===== src/inc/timer_pkg.sv =====
// Package: offsets, fields, reset values and types of the timer control block
// ==========================================================================
// How it works
// - Writing the run bit to one starts the 16-bit counter counting.
// - Clearing the run bit to zero stops the counter so it no longer advances.
// - With idle halt set, counting is suspended while the chip is in Idle mode.
// - With idle halt clear, counting goes on normally in Idle mode.
// - On the internal source the gate bit selects gated accumulation or plain counting.
// - On the external source the gate bit is ignored whatever its value.
// - The two-bit field at bits 5-4 divides the input by 256, 64, 8 or 1 for 11, 10, 01, 00.
// - Source bit one clocks the counter from rising edges of the external count pin.
// - Source bit zero clocks the counter from the internal clock at half the oscillator rate.
// - Control bits 14, 12-7, 3-2 and 0 read as zero and ignore writes.
package timer_pkg;

  // ========================================================================
  // Register map
  localparam logic [7:0] CTRL_OFFSET = 8'h00;
  localparam logic [7:0] COUNT_OFFSET = 8'h04;
  localparam logic [15:0] CTRL_RESET = 16'h0000;
  localparam logic [15:0] COUNT_RESET = 16'h0000;
  localparam logic [31:0] RDATA_RESET = 32'h0000_0000;

  // ========================================================================
  // Control field positions
  localparam int unsigned RUN_BIT = 15;
  localparam int unsigned IDLE_HALT_BIT = 13;
  localparam int unsigned GATE_BIT = 6;
  localparam int unsigned DIV_LSB = 4;
  localparam int unsigned SRC_BIT = 1;
  localparam logic [15:0] CTRL_IMPL_MASK = 16'hA072;

  // ========================================================================
  // Timing and divider codes
  localparam int unsigned OSC_PER_INT_TICK = 2;
  localparam logic [1:0] DIV_1 = 2'b00;
  localparam logic [1:0] DIV_8 = 2'b01;
  localparam logic [1:0] DIV_64 = 2'b10;
  localparam logic [1:0] DIV_256 = 2'b11;
  localparam logic [7:0] LIMIT_1 = 8'h00;
  localparam logic [7:0] LIMIT_8 = 8'h07;
  localparam logic [7:0] LIMIT_64 = 8'h3F;
  localparam logic [7:0] LIMIT_256 = 8'hFF;
  localparam logic [7:0] PRESCALE_RESET = 8'h00;

  // ========================================================================
  // Types
  typedef struct packed {
    logic run;
    logic idle_halt;
    logic gate;
    logic [1:0] div;
    logic src;
  } ctrl_s;

  typedef enum logic [1:0] {
    ST_STOPPED = 2'b00,
    ST_RUNNING = 2'b01,
    ST_IDLE_HALT = 2'b11
  } run_state_e;

  typedef struct packed {
    ctrl_s ctrl;
    logic [15:0] count;
    logic int_phase;
    run_state_e state;
    logic [31:0] prdata;
    logic pslverr;
  } main_state_s;

  typedef struct packed {
    logic [7:0] cnt;
  } prescale_state_s;

  // ========================================================================
  // Helpers
  function automatic logic [7:0] divider_limit(input logic [1:0] div);
    unique case (div)
      DIV_1: divider_limit = LIMIT_1;
      DIV_8: divider_limit = LIMIT_8;
      DIV_64: divider_limit = LIMIT_64;
      DIV_256: divider_limit = LIMIT_256;
    endcase
  endfunction

  function automatic logic [15:0] ctrl_to_word(input ctrl_s c);
    logic [15:0] w;
    w = 16'h0000;
    w[RUN_BIT] = c.run;
    w[IDLE_HALT_BIT] = c.idle_halt;
    w[GATE_BIT] = c.gate;
    w[DIV_LSB +: 2] = c.div;
    w[SRC_BIT] = c.src;
    return w;
  endfunction

  function automatic ctrl_s word_to_ctrl(input logic [15:0] w);
    ctrl_s c;
    c.run = w[RUN_BIT];
    c.idle_halt = w[IDLE_HALT_BIT];
    c.gate = w[GATE_BIT];
    c.div = w[DIV_LSB +: 2];
    c.src = w[SRC_BIT];
    return c;
  endfunction

endpackage


===== src/core/timer_control_register.sv =====
// Timer control register, APB slave and 16-bit counting core
//
// Our own choices: the placing of the registers and the APB register port.
`timescale 1ns/1ps
`default_nettype none
module timer_control_register (
  input wire logic pclk,
  input wire logic presetn,
  input wire logic psel,
  input wire logic penable,
  input wire logic pwrite,
  input wire logic [7:0] paddr,
  input wire logic [31:0] pwdata,
  output logic [31:0] prdata,
  output logic pready,
  output logic pslverr,
  input wire logic idle_mode,
  input wire logic external_count_input,
  input wire logic gate_input,
  output logic [15:0] timer_count,
  output logic timer_active
);
  timer_pkg::main_state_s st_reg;
  timer_pkg::main_state_s st_next;
  logic setup;
  logic access;
  logic wr_ctrl;
  logic wr_count;
  logic ext_rise;
  logic src_tick;
  logic run_tick;
  logic running;
  logic prescale_clear;

  // ========================================================================
  // APB decode
  assign setup = psel & ~penable;
  assign access = psel & penable;
  // Zero wait states in access; read data is prepared in setup
  assign pready = access;
  assign wr_ctrl = access & pwrite & (paddr == timer_pkg::CTRL_OFFSET);
  assign wr_count = access & pwrite & (paddr == timer_pkg::COUNT_OFFSET);
  assign prdata = st_reg.prdata;
  assign pslverr = st_reg.pslverr & access;
  assign timer_count = st_reg.count;
  assign timer_active = running;

  // ========================================================================
  // Clock source selection
  count_edge_detect u_edge (
    .pclk(pclk),
    .presetn(presetn),
    .pin_level(external_count_input),
    .rise(ext_rise)
  );

  always_comb begin
    if (st_reg.ctrl.src) begin
      src_tick = ext_rise;
    end else if (st_reg.ctrl.gate) begin
      src_tick = st_reg.int_phase & gate_input;
    end else begin
      src_tick = st_reg.int_phase;
    end
  end

  assign running = st_reg.state == timer_pkg::ST_RUNNING;
  // Control writes restart the division so a new ratio starts clean
  assign prescale_clear = ~st_reg.ctrl.run | wr_ctrl | wr_count;

  input_prescaler u_prescale (
    .pclk(pclk),
    .presetn(presetn),
    .clear(prescale_clear),
    .enable(running),
    .tick_in(src_tick),
    .div_sel(st_reg.ctrl.div),
    .tick_out(run_tick)
  );

  // ========================================================================
  // Next state
  always_comb begin
    st_next = st_reg;
    // Internal clock is oscillator over OSC_PER_INT_TICK, a free toggle
    st_next.int_phase = ~st_reg.int_phase;
    unique case (st_reg.state)
      timer_pkg::ST_STOPPED: begin
        if (st_reg.ctrl.run) begin
          st_next.state = timer_pkg::ST_RUNNING;
        end
      end
      timer_pkg::ST_RUNNING: begin
        if (!st_reg.ctrl.run) begin
          st_next.state = timer_pkg::ST_STOPPED;
        end else if (st_reg.ctrl.idle_halt && idle_mode) begin
          st_next.state = timer_pkg::ST_IDLE_HALT;
        end
      end
      timer_pkg::ST_IDLE_HALT: begin
        if (!st_reg.ctrl.run) begin
          st_next.state = timer_pkg::ST_STOPPED;
        end else if (!(st_reg.ctrl.idle_halt && idle_mode)) begin
          st_next.state = timer_pkg::ST_RUNNING;
        end
      end
      default: begin
        st_next.state = timer_pkg::ST_STOPPED;
      end
    endcase
    // Software write to the count wins over a tick in the same cycle
    if (wr_count) begin
      st_next.count = pwdata[15:0];
    end else if (run_tick) begin
      st_next.count = st_reg.count + 16'h0001;
    end
    if (wr_ctrl) begin
      st_next.ctrl = timer_pkg::word_to_ctrl(pwdata[15:0]);
    end
    if (setup) begin
      st_next.pslverr = 1'b0;
      unique case (paddr)
        timer_pkg::CTRL_OFFSET: begin
          st_next.prdata = {16'h0000, timer_pkg::ctrl_to_word(st_reg.ctrl)};
        end
        timer_pkg::COUNT_OFFSET: begin
          st_next.prdata = {16'h0000, st_reg.count};
        end
        default: begin
          st_next.prdata = timer_pkg::RDATA_RESET;
          st_next.pslverr = 1'b1;
        end
      endcase
    end
  end

  always_ff @(posedge pclk or negedge presetn) begin
    if (!presetn) begin
      st_reg <= '{ctrl: timer_pkg::word_to_ctrl(timer_pkg::CTRL_RESET),
                  count: timer_pkg::COUNT_RESET,
                  int_phase: 1'b0,
                  state: timer_pkg::ST_STOPPED,
                  prdata: timer_pkg::RDATA_RESET,
                  pslverr: 1'b0};
    end else begin
      st_reg <= st_next;
    end
  end
endmodule // timer_control_register
`default_nettype wire


===== src/core/count_edge_detect.sv =====
// Rising edge detector for the external count pin
`timescale 1ns/1ps
`default_nettype none
module count_edge_detect (
  input wire logic pclk,
  input wire logic presetn,
  input wire logic pin_level,
  output logic rise
);
  logic prev_reg;
  logic prev_next;

  // ========================================================================
  // Edge logic
  always_comb begin
    prev_next = pin_level;
  end

  always_ff @(posedge pclk or negedge presetn) begin
    if (!presetn) begin
      // Reset high: a pin already high at release must not look like an edge
      prev_reg <= 1'b1;
    end else begin
      prev_reg <= prev_next;
    end
  end

  // Pin is taken as synchronous, so one flop suffices
  assign rise = pin_level & ~prev_reg;
endmodule // count_edge_detect
`default_nettype wire


===== src/core/input_prescaler.sv =====
// Input clock prescaler: passes one tick in 1, 8, 64 or 256
`timescale 1ns/1ps
`default_nettype none
module input_prescaler (
  input wire logic pclk,
  input wire logic presetn,
  input wire logic clear,
  input wire logic enable,
  input wire logic tick_in,
  input wire logic [1:0] div_sel,
  output logic tick_out
);
  timer_pkg::prescale_state_s st_reg;
  timer_pkg::prescale_state_s st_next;
  logic at_limit;

  // ========================================================================
  // Divider
  assign at_limit = st_reg.cnt >= timer_pkg::divider_limit(div_sel);
  assign tick_out = enable & tick_in & at_limit;

  always_comb begin
    st_next = st_reg;
    if (clear) begin
      st_next.cnt = timer_pkg::PRESCALE_RESET;
    end else if (enable && tick_in) begin
      // Compare with >= so a smaller ratio chosen mid-count cannot stall
      st_next.cnt = at_limit ? timer_pkg::PRESCALE_RESET : st_reg.cnt + 8'h01;
    end
  end

  always_ff @(posedge pclk or negedge presetn) begin
    if (!presetn) begin
      st_reg <= '{cnt: timer_pkg::PRESCALE_RESET};
    end else begin
      st_reg <= st_next;
    end
  end
endmodule // input_prescaler
`default_nettype wire


===== config.mk =====
export PLATFORM = sky130hd
export DESIGN_NAME = timer_control_register
export DESIGN_NICKNAME = d
export VERILOG_FILES = /design/src/inc/timer_pkg.sv /design/src/core/timer_control_register.sv /design/src/core/count_edge_detect.sv /design/src/core/input_prescaler.sv
export SDC_FILE = /design/constraint.sdc
export NUM_CORES = 1
export LEC_CHECK = 0
export ABC_CLOCK_PERIOD_IN_PS = 6860
export BUFFER_PORTS_ARGS = -buffer_cell sky130_fd_sc_hd__buf_2
export CORE_MARGIN = 3
export CORE_UTILIZATION = 45
export CTS_CLUSTER_SIZE = 20
export DETAILED_ROUTE_END_ITERATION = 10
export GPL_ROUTABILITY_DRIVEN = 0
export MAX_ROUTING_LAYER = met4
export PLACE_DENSITY = 0.72
export SYNTH_ARGS = -nofsm -noshare
export SYNTH_HDL_FRONTEND = slang
export SYNTH_SLANG_ARGS = --single-unit

===== constraint.sdc =====
create_clock -name pclk -period 6.86 [get_ports pclk]
set_clock_uncertainty 0.15 [all_clocks]
set_input_delay 1.029 -clock pclk [delete_from_list [all_inputs] [get_ports pclk]]
set_output_delay 1.029 -clock pclk [all_outputs]
set_load 0.02 [all_outputs]

; ---- Yosys cells after proc, flatten, opt, wreduce, memory -nomap -nowiden
; Cells that the tools add are included.
[word_totals]
regBits = 67
word_cells = 65
output_inout_bits = 51
input_bits = 48
[classes]
n_addsub = 2
eq_ne = 9
reduce_logical = 9
n_mux = 16
n_bitwise = 16
magnitude_cmp = 1
[op_table]
columns = op, count
row1 = two-way mux 16 bit, 2
row2 = case mux 16 bit (2 select lines), 1
row3 = case mux 8 bit (4 select lines), 1
row4 = two-way mux 8 bit, 3
row5 = adder 16 x 1 -> 16 bit (second input constant), 1
row6 = AND 1 bit, 10
row7 = two-way mux 2 bit, 5
row8 = adder 8 x 1 -> 8 bit (second input constant), 1
row9 = == test 8 x 3 -> 1 bit (second input constant), 1
row10 = greater-or-equal comparator 8 bit, 1
row11 = zero test 8 bit, 1
row12 = == test 2 bit (second input constant), 3
row13 = inequality test 3 bit (second input constant), 2
row14 = case mux 2 bit (3 select lines), 1
row15 = == test 2 x 1 -> 1 bit (second input constant), 2
row16 = zero test 2 bit, 2
row17 = NOT 1 bit, 4
row18 = nonzero test 2 bit, 2
row19 = two-way mux 1 bit, 3
row20 = AND reduction 3 bit, 1
row21 = logical AND 1 bit, 2
row22 = inequality test 2 bit (second input constant), 1
row23 = bitwise OR 1 bit, 2
row24 = OR reduction 2 bit, 1

; ---- Longest topological paths before layout
[logic_depth]
word_depth = 7
ltp_mapped = 9
ltp_nobuf = 8

; ---- Modules after synthesis
; From an unflattened synthesis, not the netlist that was laid out.
[unflattened]
hier_cells = 300
area_unflattened_um2 = 2957.8
[modules_own_cells]
columns = module, area_each_um2, seq_area_each_um2, cells_per_inst, instances
row1 = timer_control_register, 2323.5, 1051.0, 229, 1
row2 = input_prescaler, 594.3, 200.2, 69, 1
row3 = count_edge_detect, 40.0, 26.3, 2, 1

; ---- Worst setup path after synthesis
; No wires, ideal clock.
[synth_path]
kind = in2reg
from = in paddr[1]
to = reg st_reg[53] (netlist bit)
setup_time_ns = 0.125
required_time_ns = 6.585
path_buffers = 0
t_arrival_ns = 2.575
path_slack_ns = 4.010
stages = 5
cell_sequence = or4_1 > nor4_2 > nand3_1 > nor2_2 > mux2_2
[synth_via]
elab_chain_cells = 2
[synth_lines]
columns = item, line_no
row1 = "start, declared", timer_control_register.sv:12  ; input wire logic [7:0] paddr,
row2 = zero test 8 bit, timer_control_register.sv:41  ; assign wr_ctrl = access & pwrite & (paddr == timer_pkg::CTRL_OFFSET);
row3 = AND 1 bit, timer_control_register.sv:41
row4 = "end signal, assigned", timer_control_register.sv:139  ; st_reg <= '{ctrl: timer_pkg::word_to_ctrl(timer_pkg::CTRL_RESET),
row5 = "end signal, assigned", timer_control_register.sv:146  ; st_reg <= st_next;
row6 = "end, declared", timer_control_register.sv:23  ; timer_pkg::main_state_s st_reg;
; Every way passes these cells.
; A chain may end at the register's enable or synchronous reset.

; ---- Worst setup path after layout
[layout_path]
from = in paddr[1]
to = reg st_reg[55] (netlist bit)
; The elaborated chain is that of the path after synthesis.

==> flow_metrics.tcl <==
set metrics [dict create \
    outcome "finished, final reports clean" \
    grt_pass1_vias 2067 \
    ctsHoldBuffers 0 \
    post-route-min-period_ns 2.908 \
    synthMuxAreaShare_pct 3.510 \
    tns_ns 0 \
    r2r_slack_ns 4.07 \
    finalHoldViolCount 0 \
    seq_area_mm2 0.001277 \
    slew_violations 0 \
    grt_first_pass_wirelength_um 10250 \
    cp-startpoint "paddr[1]" \
    synthXorXnorAreaFrac_pct 4.095 \
    clk_path_buf_depth 2 \
    stdcell_count 424 \
    cts_buffers 5 \
    crit-reg2reg-launch "st_reg[54]$_DFFE_PN0P_" \
    async_reset_ff_share_pct 100.0 \
    die_x_um 87.57 \
    drive_above_1_share_pct 25.94 \
    drt-initial-drc-count 107 \
    hp-start "st_reg[35]$_DFF_PN0_" \
    n_antenna_cell 0 \
    clk_pin_slew_ns 0.09 \
    synth_compound_area_share_pct 15.13 \
    initial_core_util_pct 46.88 \
    synth-edff-count 0 \
    tightestPinTransition_ns 1.135 \
    grt_overflow_total 0 \
    setup_viol 0 \
    cts_setup_buffers 0 \
    p_sw_mw 0.1379 \
    die_height_um 87.57 \
    synth_ff_type "dfrtp_1" \
    cp-end-kind "flip-flop" \
    drc 0 \
    clk-insertion-delay-late_ns 0.31 \
    io_buffers 66 \
    min_path_type "flip-flop to flip-flop" \
    dpl.hpwl_um 4808 \
    cp.arrival_ns 2.96 \
    synth_top_area_share_pct 41.79 \
    via_per_inst 5.314 \
    grt_max_degree 52 \
    syn-mean-instance-area_um2 9.566 \
    ir_drop_v 0.0001035 \
    max_slew_margin_pct 24.32 \
    comb_power_share_pct 8.2 \
    seq_power_share_pct 57.3 \
    ios 99 \
    cp.required_ns 6.91 \
    synthSimpleGateAreaFrac_pct 16.88 \
    max_stage_delay_ns 0.53 \
    n_fill_cell 628 \
    synthToLayoutAreaGrowth_pct 6.812 \
    multi_input_area_mm2 0.001346 \
    synth_top_family_by_area "simple AND/OR/NAND/NOR gates" \
    ys_seq_area_share_pct 42.67 \
    cts_resized 0 \
    leakage_nw 1.589 \
    ys_seq_elements 51 \
    dr_total_vias 2253 \
    internal_power_mw 0.4007 \
    syn_area_mm2 0.002994 \
    drtAntennaViolNets 0 \
    num_rows 29 \
    ys_types 45 \
    grt_usage_pct 17.29 \
    powerDensity_mw_per_mm2 168.4 \
    slowest_stage "or4_1" \
    core_mm2 0.006386 \
    cts_max_level 2 \
    drt_first_pass_iters 4 \
    switching_share_pct 25.60 \
    worstSetupPathType "input pin to flip-flop" \
    clockRootBuffer "clkbuf_8" \
    crit_path_start_kind "input pin" \
    syn_inst 313 \
    dp_cells 416 \
    yosys.area.top_type "dfrtp_1" \
    fmax_mhz 343.9 \
    yosys_warnings 0 \
    rsz0062_at_grt "false" \
    path_cells "buf_2 -> or4_1 -> nor4_2 -> nand3_1 -> nor2_2 -> mux2_2" \
    cts_tree "yes" \
    synth_area_leaders "dfrtp_1, buf_4, xor2_1, a21oi_1, ha_1" \
    fin_crit_sh_pct 42.39 \
    pwr-share-clk_pct 34.4 \
    synth_fa_ha_area_share_pct 3.343 \
    die_area_mm2 0.007669 \
    wl_per_cell_um 14.81 \
    worstPathMaxFanout 8 \
    final_nets 402 \
    wirelength_um 6280 \
    cap_violations 0 \
    grt_antenna_before_repair 0 \
    clock-sinks 51 \
]
## per-layer routing
layer / GRT usage [%] / share of wire [%] / vias up
li1: - / - / 1117
met1: 23.23 / 45 / 1066
met2: 26.99 / 48 / 63
met4: 3.766 / 0.91 / 0
met5: - / 0 / -
met3: 3.669 / 6.4 / 7
## metrics by stage
stage	hold WS (ns)	cell area, um2	setup WS [ns]	power [mW]	util, %
finish	0.2695	3198	3.952	0.5387	50.08
floorplan	0.2454	3050	4.010	0.3475	-
detailed placement	0.2612	3099	3.647	0.3597	48.53
global placement	0.2594	3099	3.689	0.3589	48.53
CTS	0.2752	3198	3.970	0.5457	50.08
global route	0.3263	3198	3.860	0.5605	50.08
## cell usage after synthesis (4+ instances only)
cell	instances
mux2i_1	6
a31oi_1	6
a22o_1	10
ha_1	8
nand4_1	5
clkbuf_1	8
nand3_1	13
inv_1	7
xor2_1	14
nand2_1	22
and3_1	7
a21oi_1	20
o21ai_0	12
mux2_2	4
or4_1	5
buf_4	48
nor2_1	19
o211ai_1	10
dfrtp_1	50
## worst paths after layout
path                                                          to  cells past startpoint
worst max-delay path                      st_reg[55]$_DFFE_PN0P_                      6
worst min-delay path                        st_reg[35]$_DFF_PN0_                      1
worst max register to register  u_prescale.st_reg[4]$_DFFE_PN0P_                      9
worst min register to register              st_reg[35]$_DFF_PN0_                      1
max in group asynchronous                  prdata[8]$_DFFE_PN0P_                      1
min in group asynchronous                  st_reg[0]$_DFFE_PN0P_                      1
## critical path, delay by kind of cell
| kind | cells | cell delay (ns) |
|---|---|---|
| buffers and inverters | 1 | 0.09 |
| AND/OR/NAND/NOR | 4 | 1.45 |
| multiplexers | 1 | 0.38 |
## cells by family (layout without fill, tap and decap cells)
logic type               Yosys count  in the layout
other                              1             16
multiplexers                      10             10
AO/OA/AOI/OAI                     69             69
AND/OR/NAND/NOR                   95             95
buffers and inverters             65             84
flip-flops                        51             51
adder cells (fa/ha/maj)            8              8
XOR/XNOR                          14             14
## cell type report
type	count	area share, %
multi-input combinational	212	42.10
clock buffer	6	2.582
timing repair buffer	69	11.03
inverter	7	0.8216
clock inverter	2	0.5086
sequential	51	39.95
tap	77	3.013
## power groups by stage
stage	logic, mW	registers, mW	clock network [mW]
final	0.0444	0.309	0.185
after global routing	0.0495	0.309	0.202
after CTS	0.0451	0.309	0.192
after detailed placement	0.0450	0.315	0
after global placement	0.0443	0.315	0
after floorplan	0.0341	0.313	0
## layout by cell type (no fill, tap or decap), drive strengths merged, types with 4 or more instances in the layout
cell type	netlist	final
nand4	5	5
mux2	4	4
inv	7	7
dfrtp	50	50
and3	7	7
conb	1	16
xor2	14	14
nand2	22	22
mux2i	6	6
ha	8	8
a21oi	20	20
or4	5	5
o21ai	14	14
a22o	10	10
a31oi	6	6
or2	4	4
nand3	13	13
o211ai	10	10
nor2	20	20
buf	50	69
clkbuf	8	6
Power figures use the tool's default switching activity.
